**src/hw/pws_pkg.sv**
```systemverilog
// Purpose: constants and types for the pulsed waveform sequencer
// Assumes: 50 MHz system clock, registers on a plain strobe port
// Notes: hold times count in 4 us ticks from a divider
// Operation
// - Six signed point values, indexed 0 to 5, are stored and read back.
// - Point values are limited to +-15000 mV in potential mode, +-2000 (or +-1000 on the 1 A range) in current mode.
// - Each point holds its output for a 24-bit count of 4 us ticks, at least 1.
// - With the add flag set the output is value plus baseline, otherwise value plus zero.
// - When a hold expires the baseline steps if the increment flag is 0 and stays if it is 1.
// - The initial hold point is played once, its flags are ignored and read back as zero.
// - A 20-bit baseline step limit from 1 to 1048575 is held.
// - End mode 0 reverses the step direction at each limit, mode 1 stops at the limit.
// - The verify code is zero when complete, bit 0 set when a used point lacks data.
// - Start mode 0 runs at once, mode 1 arms and waits for the scan trigger.
// - Stop halts sequencing while the control loop stays closed.
// - Active points are the point count plus one, and the sequence loops back to point 1.
// - Each baseline step adds, or after a reversal subtracts, a signed step size within +-15000.
`default_nettype none
package pws_pkg;
    localparam int unsigned CLK_HZ = 50000000;
    localparam int unsigned TICK_NS = 4000;
    localparam int unsigned TICK_CYC = (TICK_NS * (CLK_HZ / 1000000)) / 1000;
    localparam logic [7:0] ADDR_CTRL = 8'h00;
    localparam logic [7:0] ADDR_CMD = 8'h04;
    localparam logic [7:0] ADDR_STATUS = 8'h08;
    localparam logic [7:0] ADDR_MASK = 8'h0c;
    localparam logic [7:0] ADDR_VERIFY = 8'h10;
    localparam logic [7:0] ADDR_NPTS = 8'h14;
    localparam logic [7:0] ADDR_STEP = 8'h18;
    localparam logic [7:0] ADDR_LIMIT = 8'h1c;
    localparam logic [7:0] ADDR_OUT = 8'h20;
    localparam logic [7:0] ADDR_VAL0 = 8'h40;
    localparam logic [7:0] ADDR_HOLD0 = 8'h60;
    localparam logic [7:0] ADDR_FLAG0 = 8'h80;
    localparam int CTRL_CURRENT = 0;
    localparam int CTRL_RANGE1A = 1;
    localparam int CTRL_ENDMODE = 2;
    localparam int CMD_INIT = 0;
    localparam int CMD_START = 1;
    localparam int CMD_ARM = 2;
    localparam int CMD_STOP = 3;
    localparam int FLAG_ADD = 0;
    localparam int FLAG_KEEP = 1;
    localparam int ST_DONE = 0;
    localparam int ST_REVERSE = 1;
    localparam int ST_STARTED = 2;
    localparam logic signed [15:0] LIM_MV = 16'sd15000;
    localparam logic signed [15:0] LIM_CUR = 16'sd2000;
    localparam logic signed [15:0] LIM_CUR1A = 16'sd1000;
    localparam logic [23:0] HOLD_MAX = 24'hffffff;
    localparam logic [19:0] LIMIT_MAX = 20'hfffff;
    localparam logic [2:0] NPTS_MAX = 3'h5;
    localparam logic [2:0] NPTS_RST = 3'h1;
    localparam logic [19:0] LIMIT_RST = 20'h00001;
    localparam logic [7:0] VERIFY_MISSING = 8'h01;
    typedef enum logic [1:0] {
        PWS_IDLE = 2'b00,
        PWS_ARMED = 2'b01,
        PWS_RUN = 2'b10
    } pws_state_t;
    typedef struct packed {
        logic [7:0] addr;
        logic [31:0] wdata;
        logic wr;
        logic rd;
    } pws_bus_t;
endpackage : pws_pkg
`default_nettype wire

```
**src/hw/pws_sequencer.sv**
```systemverilog
// Purpose: pulsed waveform sequencer with point table, baseline stepping and end modes
// Assumes: single clock, inputs synchronous, host checks verify code before start
// Notes: drive output is a signed 17-bit code in mV or thousandths of range
`timescale 1ns/1ps
`default_nettype none
module pws_sequencer
    import pws_pkg::*;
(
    input wire logic sys_clk_in,
    input wire logic sys_rst_in,
    input wire logic [7:0] addr_in,
    input wire logic [31:0] wdata_in,
    input wire logic wr_in,
    input wire logic rd_in,
    input wire logic scan_trigger_in,
    output logic [31:0] rdata_out,
    output logic signed [16:0] drive_out,
    output logic loop_closed_out,
    output logic running_out,
    output logic irq_out
);
    pws_bus_t bus;
    assign bus = '{addr: addr_in, wdata: wdata_in, wr: wr_in, rd: rd_in};

    logic signed [15:0] point_val [0:5];
    logic [23:0] point_hold [0:5];
    logic [1:0] point_flag [0:5];
    logic [5:0] val_set;
    logic [5:0] hold_set;
    logic [2:0] ctrl;
    logic [2:0] npts;
    logic signed [15:0] step;
    logic [19:0] limit;
    logic [2:0] status;
    logic [2:0] mask;
    logic inited;
    pws_state_t state;
    logic [2:0] idx;
    logic [23:0] hold_cnt;
    logic [19:0] step_cnt;
    logic dir_down;
    logic signed [16:0] baseline;
    logic [7:0] tick_div;
    logic tick;
    logic [2:0] ev;

    function automatic logic in_range(input logic signed [31:0] v, input logic [2:0] c);
        logic signed [31:0] lim;
        lim = 32'(c[CTRL_CURRENT] ? (c[CTRL_RANGE1A] ? LIM_CUR1A : LIM_CUR) : LIM_MV);
        return (v <= lim) && (v >= -lim);
    endfunction : in_range

    function automatic logic [2:0] slot(input logic [7:0] a, input logic [7:0] base);
        logic [7:0] d;
        d = a - base;
        return (a >= base && d[7:2] < 6'h06 && d[1:0] == 2'b00) ? d[4:2] : 3'h7;
    endfunction : slot

    wire logic cmd_wr = bus.wr && bus.addr == ADDR_CMD;
    wire logic do_init = cmd_wr && bus.wdata[CMD_INIT];
    wire logic do_stop = cmd_wr && bus.wdata[CMD_STOP];
    wire logic do_start = cmd_wr && (bus.wdata[CMD_START] || bus.wdata[CMD_ARM]) && inited;
    wire logic do_arm = do_start && bus.wdata[CMD_ARM];
    wire logic [5:0] used = 6'((7'h02 << npts) - 7'h01);
    wire logic [7:0] verify = ((used & ~(val_set & hold_set)) != 6'h00) ? VERIFY_MISSING : 8'h00;
    wire logic hold_end = state == PWS_RUN && tick && hold_cnt <= 24'h000001;
    wire logic step_now = hold_end && idx != 3'h0 && !point_flag[idx][FLAG_KEEP];
    wire logic at_limit = step_now && step_cnt + 20'h00001 >= limit;
    wire logic stop_now = at_limit && ctrl[CTRL_ENDMODE];
    wire logic [2:0] next_idx = (idx >= npts) ? 3'h1 : idx + 3'h1;

    // Point table writes; bad index or value leaves the old entry alone
    always_ff @(posedge sys_clk_in or posedge sys_rst_in) begin
        if (sys_rst_in) begin
            for (int i = 0; i < 6; i++) begin
                point_val[i] <= 16'sh0000;
                point_hold[i] <= 24'h000001;
                point_flag[i] <= 2'b00;
            end
            val_set <= 6'h00;
            hold_set <= 6'h00;
        end else if (bus.wr) begin
            if (slot(bus.addr, ADDR_VAL0) != 3'h7 && in_range(bus.wdata, ctrl)) begin
                point_val[slot(bus.addr, ADDR_VAL0)] <= bus.wdata[15:0];
                val_set[slot(bus.addr, ADDR_VAL0)] <= 1'b1;
            end
            if (slot(bus.addr, ADDR_HOLD0) != 3'h7 && bus.wdata[31:24] == 8'h00
                && bus.wdata[23:0] != 24'h000000) begin
                point_hold[slot(bus.addr, ADDR_HOLD0)] <= bus.wdata[23:0];
                hold_set[slot(bus.addr, ADDR_HOLD0)] <= 1'b1;
            end
            if (slot(bus.addr, ADDR_FLAG0) != 3'h7 && slot(bus.addr, ADDR_FLAG0) != 3'h0) begin
                point_flag[slot(bus.addr, ADDR_FLAG0)] <= bus.wdata[1:0];
            end
        end
    end

    // Configuration registers
    always_ff @(posedge sys_clk_in or posedge sys_rst_in) begin
        if (sys_rst_in) begin
            ctrl <= 3'h0;
            npts <= NPTS_RST;
            step <= 16'sh0000;
            limit <= LIMIT_RST;
            mask <= 3'h0;
        end else if (bus.wr) begin
            case (bus.addr)
                ADDR_CTRL: ctrl <= bus.wdata[2:0];
                ADDR_MASK: mask <= bus.wdata[2:0];
                ADDR_NPTS: begin
                    if (bus.wdata >= 32'h1 && bus.wdata <= 32'(NPTS_MAX)) begin
                        npts <= bus.wdata[2:0];
                    end
                end
                ADDR_STEP: begin
                    if ($signed(bus.wdata) <= 32'(LIM_MV) && $signed(bus.wdata) >= -32'(LIM_MV)) begin
                        step <= bus.wdata[15:0];
                    end
                end
                ADDR_LIMIT: begin
                    if (bus.wdata >= 32'h1 && bus.wdata <= 32'(LIMIT_MAX)) begin
                        limit <= bus.wdata[19:0];
                    end
                end
                default: ;
            endcase
        end
    end

    // 4 us tick
    // A restart mid-count must not shorten the first hold
    always_ff @(posedge sys_clk_in or posedge sys_rst_in) begin
        if (sys_rst_in) begin
            tick_div <= 8'h00;
        end else if (state != PWS_RUN || tick || do_start) begin
            tick_div <= 8'h00;
        end else begin
            tick_div <= tick_div + 8'h01;
        end
    end
    assign tick = state == PWS_RUN && tick_div == 8'(TICK_CYC - 1);

    always_ff @(posedge sys_clk_in or posedge sys_rst_in) begin
        if (sys_rst_in) begin
            inited <= 1'b0;
            loop_closed_out <= 1'b0;
        end else begin
            if (do_init) begin
                inited <= 1'b1;
            end
            if (do_start) begin
                loop_closed_out <= 1'b1;
            end
        end
    end

    // Sequencer
    always_ff @(posedge sys_clk_in or posedge sys_rst_in) begin
        if (sys_rst_in) begin
            state <= PWS_IDLE;
            idx <= 3'h0;
            hold_cnt <= 24'h000001;
            step_cnt <= 20'h00000;
            dir_down <= 1'b0;
            baseline <= 17'sh00000;
        end else if (do_stop) begin
            state <= PWS_IDLE;
        end else if (do_start) begin
            state <= do_arm ? PWS_ARMED : PWS_RUN;
            idx <= 3'h0;
            hold_cnt <= point_hold[0];
            step_cnt <= 20'h00000;
            dir_down <= 1'b0;
            baseline <= 17'sh00000;
        end else begin
            case (state)
                PWS_ARMED: begin
                    if (scan_trigger_in) begin
                        state <= PWS_RUN;
                    end
                end
                PWS_RUN: begin
                    if (hold_end) begin
                        idx <= next_idx;
                        hold_cnt <= point_hold[next_idx];
                    end else if (tick) begin
                        hold_cnt <= hold_cnt - 24'h000001;
                    end
                    if (step_now) begin
                        baseline <= dir_down ? baseline - 17'(step) : baseline + 17'(step);
                        step_cnt <= at_limit ? 20'h00000 : step_cnt + 20'h00001;
                        if (at_limit) begin
                            dir_down <= ~dir_down;
                        end
                    end
                    if (stop_now) begin
                        state <= PWS_IDLE;
                    end
                end
                default: state <= PWS_IDLE;
            endcase
        end
    end

    // Drive output register
    always_ff @(posedge sys_clk_in or posedge sys_rst_in) begin
        if (sys_rst_in) begin
            drive_out <= 17'sh00000;
        end else if (state == PWS_RUN) begin
            if (idx != 3'h0 && point_flag[idx][FLAG_ADD]) begin
                drive_out <= 17'(point_val[idx]) + baseline;
            end else begin
                drive_out <= 17'(point_val[idx]);
            end
        end
    end
    assign running_out = state == PWS_RUN;

    // Sticky events, set beats a write-one clear
    assign ev = {do_start, at_limit && !ctrl[CTRL_ENDMODE], stop_now};
    always_ff @(posedge sys_clk_in or posedge sys_rst_in) begin
        if (sys_rst_in) begin
            status <= 3'h0;
        end else begin
            for (int i = 0; i < 3; i++) begin
                if (ev[i]) begin
                    status[i] <= 1'b1;
                end else if (bus.wr && bus.addr == ADDR_STATUS && bus.wdata[i]) begin
                    status[i] <= 1'b0;
                end
            end
        end
    end
    assign irq_out = (status & mask) != 3'h0;

    always_ff @(posedge sys_clk_in or posedge sys_rst_in) begin
        if (sys_rst_in) begin
            rdata_out <= 32'h00000000;
        end else if (bus.rd) begin
            rdata_out <= 32'h00000000;
            if (slot(bus.addr, ADDR_VAL0) != 3'h7) begin
                rdata_out <= 32'($signed(point_val[slot(bus.addr, ADDR_VAL0)]));
            end else if (slot(bus.addr, ADDR_HOLD0) != 3'h7) begin
                rdata_out <= {8'h00, point_hold[slot(bus.addr, ADDR_HOLD0)]};
            end else if (slot(bus.addr, ADDR_FLAG0) != 3'h7) begin
                rdata_out <= {30'h0, point_flag[slot(bus.addr, ADDR_FLAG0)]};
            end else begin
                case (bus.addr)
                    ADDR_CTRL: rdata_out <= {29'h0, ctrl};
                    ADDR_CMD: rdata_out <= {29'h0, loop_closed_out, state};
                    ADDR_STATUS: rdata_out <= {29'h0, status};
                    ADDR_MASK: rdata_out <= {29'h0, mask};
                    ADDR_VERIFY: rdata_out <= {24'h0, verify};
                    ADDR_NPTS: rdata_out <= {29'h0, npts};
                    ADDR_STEP: rdata_out <= 32'($signed(step));
                    ADDR_LIMIT: rdata_out <= {12'h0, limit};
                    ADDR_OUT: rdata_out <= 32'($signed(drive_out));
                    default: rdata_out <= 32'h00000000;
                endcase
            end
        end
    end
endmodule : pws_sequencer
`default_nettype wire

```
**config.mk**
```make
export PLATFORM = sky130hd
export DESIGN_NAME = pws_sequencer
export DESIGN_NICKNAME = d
export VERILOG_FILES = /design/src/hw/pws_pkg.sv /design/src/hw/pws_sequencer.sv
export SDC_FILE = /design/constraint.sdc
export NUM_CORES = 1
export LEC_CHECK = 0
export BUFFER_PORTS_ARGS = -buffer_cell sky130_fd_sc_hd__clkbuf_2
export CAP_MARGIN = 10
export CORE_UTILIZATION = 40
export DETAILED_ROUTE_END_ITERATION = 10
export REMOVE_ABC_BUFFERS = 1
export SETUP_SLACK_MARGIN = 0.4
export SKIP_LAST_GASP = 1
export SYNTH_ARGS = -nofsm -noshare
export SYNTH_HDL_FRONTEND = slang
export SYNTH_SLANG_ARGS = --single-unit
```
**constraint.sdc**
```tcl
create_clock -name sys_clk_in -period 28.6 [get_ports sys_clk_in]
set_input_delay 7.15 -clock sys_clk_in [delete_from_list [all_inputs] [get_ports sys_clk_in]]
set_output_delay 7.15 -clock sys_clk_in [all_outputs]
set_load 0.02 [all_outputs]
```
; ---- Word level (Yosys, flattened, before mapping)
; Cells that the tools add are included.
[totals]
regBits = 438
in_bits = 45
out_inout_bits = 52
[classes]
n_addsub = 12
n_lt_le_gt_ge = 28
eq_ne = 17
shift = 1
mux = 75
n_bitwise = 13
reduce_logical = 74
[ops]
columns = operator, count
row1 = $pmux W32 S9, 1
row2 = $mux W24, 9
row3 = $bmux W24 S3, 2
row4 = $bwmux W144, 1
row5 = $bmux W16 S3, 2
row6 = $bwmux W96, 1
row7 = $mux W32, 3
row8 = $mux W17, 5
row9 = $mux W16, 5
row10 = $mux W20, 4
row11 = $demux W24 S3, 1
row12 = $demux W16 S3, 1
row13 = $logic_and A1 B1 Y1, 38
row14 = $eq A8 B5 Y1 const B, 4
row15 = $ge A32 B1 Y1 const B, 1
row16 = $ge A32 B15 Y1 const B, 1
row17 = $ge A32 B32 Y1, 1
row18 = $le A32 B15 Y1, 1
row19 = $le A32 B15 Y1 const B, 1
row20 = $le A32 B20 Y1 const B, 1
row21 = $le A32 B3 Y1 const B, 1
row22 = $neg A14 Y32, 1
row23 = $le A24 B1 Y1 const B, 1
row24 = $reduce_bool A24 Y1, 1
row25 = 57 further kinds, 133

; ---- Logic depth before layout (Yosys ltp)
; Gate-level depths: netlist of run 1.
[logic_depth]
ltp_word = 12
depth_mapped = 17

; ---- Least setup slack after synthesis of run 1
; OpenSTA, ideal clock, no wires.
[synth_path]
kind = in2reg
startpoint = input wdata_in[11]
endpoint = register point_val[0] (netlist bit)
setup_ps = 125
arrival_time_ps = 9725
path_slack_ps = 18750
stages = 9
path_cell_list = ha_1 -> nor4bb_1 -> nand3_1 -> or4_4 -> a2111oi_4 -> nand2_4 -> a21oi_4 -> buf_12 -> mux2_4
[synth_between]
elab_chain_len = 4
word_cells_on_any_way = 5
[synth_rtl]
columns = item, line_no
row1 = "start, declared", pws_sequencer.sv:12  ; input wire logic [31:0] wdata_in,
row2 = $le A32 B15 Y1 / $ge A32 B32 Y1 (equally long branches), pws_sequencer.sv:50  ; return (v <= lim) && (v >= -lim);
row3 = $logic_and A1 B1 Y1 *, pws_sequencer.sv:50
row4 = $logic_and A1 B1 Y1 *, pws_sequencer.sv:83  ; if (slot(bus.addr, ADDR_VAL0) != 3'h7 && in_range(bus.wdata, ctrl)) begin
row5 = $reduce_and A2 Y1 (no line) *, -
row6 = "end signal, assigned by index", pws_sequencer.sv:84  ; point_val[slot(bus.addr, ADDR_VAL0)] <= bus.wdata[15:0];
row7 = "end, declared", pws_sequencer.sv:25  ; logic signed [15:0] point_val [0:5];
; Every way passes the cells marked *; elsewhere a longest branch is shown, timed or not.
; A chain may end at the register's enable or synchronous reset.

; ---- Final worst setup path of run 1
[layout_path]
startpoint = input wdata_in[8]
endpoint = register point_val[93] (netlist bit)
; The elaborated chain is that of the path after synthesis.

==> results by group, run 1 <==
Synth
  • Top-area cell type share of the netlist area: 0.411
  • Cell taking the most area after synthesis: dfrtp_1
  • Yosys reg bits: 431
  • Sequential fraction of the synthesis area: 0.420
  • Post-synth EDFFs: 0
  • Most numerous cell in the Yosys netlist: dfrtp_1
  • Commonest cells in the synthesized netlist: dfrtp_1, mux2_2, nand2_1
  • FFs w/ async S/R, synth: 1.00
  • Post-Syn Area: between 20000 and 30000 µm²
  • Top post-synthesis cells by area: dfrtp_1, mux2_2, mux2i_1, ha_1, mux2_4
  • Yosys warning total: 0
  • Syn Inst Count: 2437
  • Top FF cell, synth: dfrtp_1
  • Yosys cell types: 87
  • Syn avg cell area: 10.5 µm²

Clock network
  • # clock sinks: 431
  • Root Driver: clkbuf_16
  • CTS Buffer Depth: 3
  • H-Tree Depth: 2
  • Cts bufs inserted: 51
  • Hold_buf cts: 0
  • Postcts setup bufs: 0
  • Clock transition at path regs: about 50 ps
  • Clk Latency, worst-skew pair: 620 ps
  • CTS tree: yes
  • Post-CTS Resized: 0

Global routing
  • Total GRT Usage: 0.259
  • Grt ovf: 0
  • First-pass GRT wire length: roughly 130000 µm
  • Initial antenna violation count: 4
  • Pin count of the biggest net entering global routing: 188
  • Vias in the first global route: 20.4k

Finish
  • Area of the multi-input gates: 13900 µm²
  • Final Util: 0.453
  • Register area: roughly 11000 µm²
  • Final #Nets: 2600
  • Syn-to-layout area delta: 11.5%
  • Fillcell total: a little under 6k
  • # diodes: 0
  • Layout cells sized above 1: 0.236
  • Final instance area: 28600 µm²

STA
  • Final Cycle Share: 0.363
  • Max-slew headroom: 0.136
  • Final setup viols: 0
  • Final Hold Viols: 0
  • Worst Skew: 43.3 ps
  • Hold WS: 410 ps
  • Total Negative Setup Slacks: 0 ps
  • RSZ-0062 raised after global routing: no
  • Crit path time final: 10390 ps
  • PnR worst setup slack: 18210 ps
  • Worst Max-Slew Pin Slew: about 1300 ps
  • Slew Limit Fails: 0
  • Max Freq: 0.0962 GHz

Power and ir drop
  • Combinational cell fraction of total power: 0.058
  • Psw: 341 µW
  • Proportion of power drawn by the clock network: 0.491
  • Sequential share of power: 0.451
  • Lkg Pwr: around 13 nW
  • Cell internal pwr: ~1.0 mW
  • Max rail drop VDD: 41.3 µV
  • Power per cell area: 48.5 nW/µm²
  • Sw Ratio: 0.245

Min path
  • WHS Path Cells: 0
  • Hold path startpoint: point_flag[10]$_DFFE_PP0P_
  • Min-delay worst type: flop to flop
  • End of the worst hold path: point_flag[10]$_DFFE_PP0P_

Placed design
  • HPWL Detailed: 56600 µm
  • Pre-CTS WS: 17660 ps
  • Routability congestion estimate: 0.908
  • # port buffers: between 90 and 100
  • DP Area: 26900 µm²

Critical path
  • Worst reg2reg endpoint: drive_out[12]$_DFFE_PP0P_
  • Kind of critical path: input port to flop
  • Worst Path Max Fanout: 19
  • R2R setup slack: about 23000 ps
  • Worst path required time: 29070 ps
  • Startpoint types: input port
  • Critical Path AT: 10860 ps
  • Element type at the critical path end: flop
  • Cell count of the worst reg-to-reg path: 15
  • Worst r2r src: idx[0]$_DFFE_PP0P_

Run status
  • Status: completed

Floorplanning
  • Core Footprint: 63200 µm²
  • Std-Cell Rows: 92
  • Initial Utilization: 0.406
  • DIE AREA: roughly 65000 µm²
  • I/O pin count: 97
  • Die Height: 255 µm
  • Chip width: 255 µm

Job
  • Total of max-cap violations: 0

Routing
  • Drc violations: 0
  • Drt first pass iters: 5
  • First-iteration detailed-routing DRC count: approximately 2.2k
  • ANT nets after route: 0
  • Vias: 20.5k
  • Wire per inst: 25.2 µm
  • Detailed Route WL: 84800 µm
  • Via/cell ratio: 6.11
## power groups by stage
stage / clock network, mW / logic, mW / registers (mW)
after floorplan: 0 / 0.0372 / 0.639
after global placement: 0 / 0.0789 / 0.638
after detailed placement: 0 / 0.0797 / 0.638
after CTS: 0.693 / 0.0803 / 0.627
after global routing: 0.717 / 0.0877 / 0.629
final: 0.682 / 0.0801 / 0.627
## worst max-delay path: stages
cell and delay (ps):
clkbuf_2 340, ha_1 450, nor4bb_1 300, nand3_1 160, or4_4 600, a2111oi_4 410
nand2_4 190, a21oi_4 800, mux2_2 420
## state kept, by name, indices dropped and copies added (netlist names), 6 cells and up
| register | flops |
|---|---|
| hold_cnt | 24 |
| rdata_out | 25 |
| limit | 20 |
| point_hold | 144 |
| step | 16 |
| tick_div | 8 |
| baseline | 17 |
| point_flag | 12 |
| step_cnt | 20 |
| val_set | 6 |
| drive_out | 17 |
| hold_set | 6 |
| point_val | 96 |
## worst max-delay path by stage
stage	start	to	slack (ps)	cells after the start
final	wdata_in[8]	point_val[93]$_DFFE_PP0P_	18210	9
after global routing	addr_in[3]	rdata_out[13]$_DFFE_PP0P_	18090	10
after CTS	wdata_in[11]	point_val[93]$_DFFE_PP0P_	18290	9
after detailed placement	wdata_in[11]	point_val[93]$_DFFE_PP0P_	17660	9
after global placement	wdata_in[11]	point_val[89]$_DFFE_PP0P_	17690	9
after floorplan	sys_rst_in	baseline[0]$_DFFE_PP0P_	9460	1
## cell type report
class                           instances  share of cell area
Inverter                               77              0.0104
Sequential cell                       431               0.377
Multi-Input combinational cell       1768               0.486
Clock inverter                         25              0.0116
Tap cell                              846              0.0370
Clock buffer                           70              0.0491
Timing Repair Buffer                  141              0.0291
## through the flow
stage          instances  power, mW
2_1_floorplan       2276      0.676
3_3_place_gp        3263      0.717
3_5_place_dp        3263      0.718
4_1_cts             3358       1.40
5_1_grt             3358       1.43
6_report            3358       1.39
## layout by cell type (no fill, tap or decap), types with 15 or more instances in the layout
cell type	Yosys	final
a21o_1	19	19
buf_4	8	45
nor2b_1	21	20
mux2i_1	149	149
o221ai_1	23	23
nor3_1	41	39
mux2_4	54	54
o21a_1	19	19
nand2_1	205	205
clkbuf_2	1	95
o22ai_1	24	24
a22o_1	16	16
a21oi_1	103	103
xor2_1	30	30
o211ai_1	27	27
a22oi_1	35	35
clkbuf_16	0	51
dfrtp_1	422	421
a31oi_1	37	37
a211oi_1	28	25
nand2b_1	15	15
xnor2_1	54	54
mux4_2	22	22
inv_1	77	76
ha_1	83	83
nor2_1	105	102
mux2_2	231	231
nand3_1	58	58
or2_2	15	15
o21ai_0	160	159
## cell families (layout without fill, tap and decap cells)
family | Yosys count | in the layout | share of synthesized area
xor gates and xnor gates | 84 | 84 | 0.0287
adders and majority gates | 85 | 85 | 0.0420
AOI/OAI and AO/OA | 587 | 587 | 0.152
DFF | 431 | 431 | 0.420
and+or+nand+nor | 555 | 555 | 0.105
buffers and inverters | 238 | 313 | 0.0412
muxes | 456 | 456 | 0.210
other | 1 | 1 | 0.000146
## metal layers
metal  track usage  wire, µm
met3        0.0424      6120
met5             0        24
met1         0.360     37200
met4         0.108      3520
met2         0.398     37900
Power figures use the tool's default switching activity.
==> run 2: changes to the inputs <==
- clock period: 28.6 -> 9.6 ns (I/O delays scaled with it)
==> results by group, run 2 (synthesis results as in run 1) <==
Critical path
  • Critical Path Slowest Stage Cell: a21oi_4
  • Worst path top cell family by delay: compound AO/OA/AOI/OAI gates
  • Worst reg2reg endpoint: drive_out[16]$_DFFE_PP0P_
  • Worst r2r src: idx[0]$_DFFE_PP0P_
  • CP endpoint: point_val[90]$_DFFE_PP0P_
  • Element type at the critical path end: flop
  • Worst setup path startpoint: wdata_in[8]
  • Buf/Inv on CP: 1
  • Startpoint types: input port
  • R2R setup slack: approximately 4500 ps
  • Worst Path Max Fanout: 19
  • Delay of the slowest cell on the worst path: a little over 800 ps
  • Critical Path AT: around 6200 ps
  • Kind of critical path: input port to flop
  • Cell count of the worst reg-to-reg path: 15
  • Worst path required time: 10080 ps
  • CP Cell Sequence: clkbuf_2 > ha_1 > nor4bb_1 > nand3_1 > or4_4 > a2111oi_4 > nand2_4 > a21oi_4 > mux2_2
  • Total stage count of the critical path: 9

Floorplanning
  • Std-Cell Rows: 92
  • DIE AREA: about 65000 µm²
  • Initial Utilization: 0.406
  • Chip width: 255 µm
  • I/O pin count: 97
  • Die Height: 255 µm
  • Core Footprint: around 63000 µm²

Clock network
  • Post-CTS Resized: 0
  • CTS Buffer Depth: 3
  • Root Driver: clkbuf_16
  • # clock sinks: 431
  • CTS tree: yes
  • H-Tree Depth: 2
  • Hold_buf cts: 0
  • Cts bufs inserted: 50
  • Clock transition at path regs: approximately 60 ps
  • Postcts setup bufs: 0
  • Clk Latency, worst-skew pair: 620 ps

STA
  • Slew Limit Fails: 0
  • Max-slew headroom: 0.157
  • Final Cycle Share: 0.591
  • Final setup viols: 0
  • RSZ-0062 raised after global routing: no
  • Worst Max-Slew Pin Slew: ~1300 ps
  • Worst Skew: 26.2 ps
  • Crit path time final: 5670 ps
  • Hold WS: 402 ps
  • Final Hold Viols: 0
  • Max Freq: about 0.18 GHz

Global routing
  • First-pass GRT wire length: 129000 µm
  • Initial antenna violation count: 1
  • Vias in the first global route: between 20k and 25k
  • Pin count of the biggest net entering global routing: ~190
  • Total GRT Usage: 0.258
  • Grt ovf: 0

Placed design
  • Routability congestion estimate: 0.910
  • Cell count after placement: 3263
  • # port buffers: 96
  • DP Area: 26900 µm²
  • HPWL Detailed: 56700 µm

Finish
  • Most frequent cells in the layout: dfrtp_1, mux2_2, nand2_1
  • Layout cells sized above 1: 0.237
  • Fillcell total: 5858
  • Biggest regs: point_hold x144, point_val x96, rdata_out x25
  • Syn-to-layout area delta: 11.7%
  • Most common cell after layout, fill and taps aside: dfrtp_1
  • Final instance area: 28700 µm²
  • Top reg by flops: point_hold
  • Max reg flops: around 140
  • Final Util: 0.454
  • Final #Nets: 2600
  • Final Non-Filler Cells: about 3.4k

Job
  • Total of max-cap violations: 0

Power and ir drop
  • Pwr Total: 4.16 mW
  • Max rail drop VDD: 118 µV
  • Lkg Pwr: 12.9 nW
  • Power per cell area: 145 nW/µm²

Routing
  • Via/cell ratio: about 6.1
  • First-iteration detailed-routing DRC count: 1823
  • Drc violations: 0
  • Drt first pass iters: 6
  • Vias: 20.6k
  • ANT nets after route: 0
  • Wire per inst: 25.3 µm
  • Detailed Route WL: roughly 85000 µm

Run status
  • Status: completed

Min path
  • Min-delay worst type: flop to flop
-- run 2: cell types whose count changed in the layout (fill, tap and decap cells not counted), moves of 2 or more --
cell,delta
clkbuf_1,-2
clkinv_2,-7
diode_2,+3
clkbuf_8,+7
clkinvlp_4,+3
clkinv_4,-2
-- run 2: cell type report --
cell class / instances / area, µm² / share of cell area
tap: 846 / 1060 / 0.0369
multi-input combinational: 1768 / 13900 / 0.485
inverter: 77 / 297 / 0.0103
clock inverter: 18 / 273 / 0.00951
timing repair buffer: 142 / 841 / 0.0293
sequential: 431 / 10800 / 0.376
antenna: 3 / 7.51 / 0.000262
clock buffer: 75 / 1500 / 0.0522
-- run 2: power breakdown --
part           switching (mW)  internal [mW]
logic                   0.175         0.0681
clock network           0.814           1.24
registers              0.0270           1.84
total                    1.02           3.15
-- run 2: metal layers --
metal / wire, µm / track usage
met4: 3130 / 0.106
met5: 0 / 0
met1: 37500 / 0.363
met3: 6010 / 0.0424
met2: 38300 / 0.393
-- run 2: worst min path at each step --
stage                                      end  slack, ps                       start  cells past startpoint
floorplan           point_flag[10]$_DFFE_PP0P_        370  point_flag[10]$_DFFE_PP0P_                      0
global placement    point_flag[10]$_DFFE_PP0P_        400  point_flag[10]$_DFFE_PP0P_                      0
detailed placement  point_flag[11]$_DFFE_PP0P_        390  point_flag[11]$_DFFE_PP0P_                      0
CTS                 point_flag[11]$_DFFE_PP0P_        400  point_flag[11]$_DFFE_PP0P_                      0
global route        point_flag[11]$_DFFE_PP0P_        420  point_flag[11]$_DFFE_PP0P_                      0
finish              point_flag[11]$_DFFE_PP0P_        400  point_flag[11]$_DFFE_PP0P_                      0
-- run 2: per-stage QoR --
step / setup TNS, ps / setup WS [ps]
finish: 0 / 3930
global route: 0 / 3860
CTS: 0 / 4030
detailed placement: 0 / 3400
global placement: 0 / 3410
floorplan: -2032560 / -4790
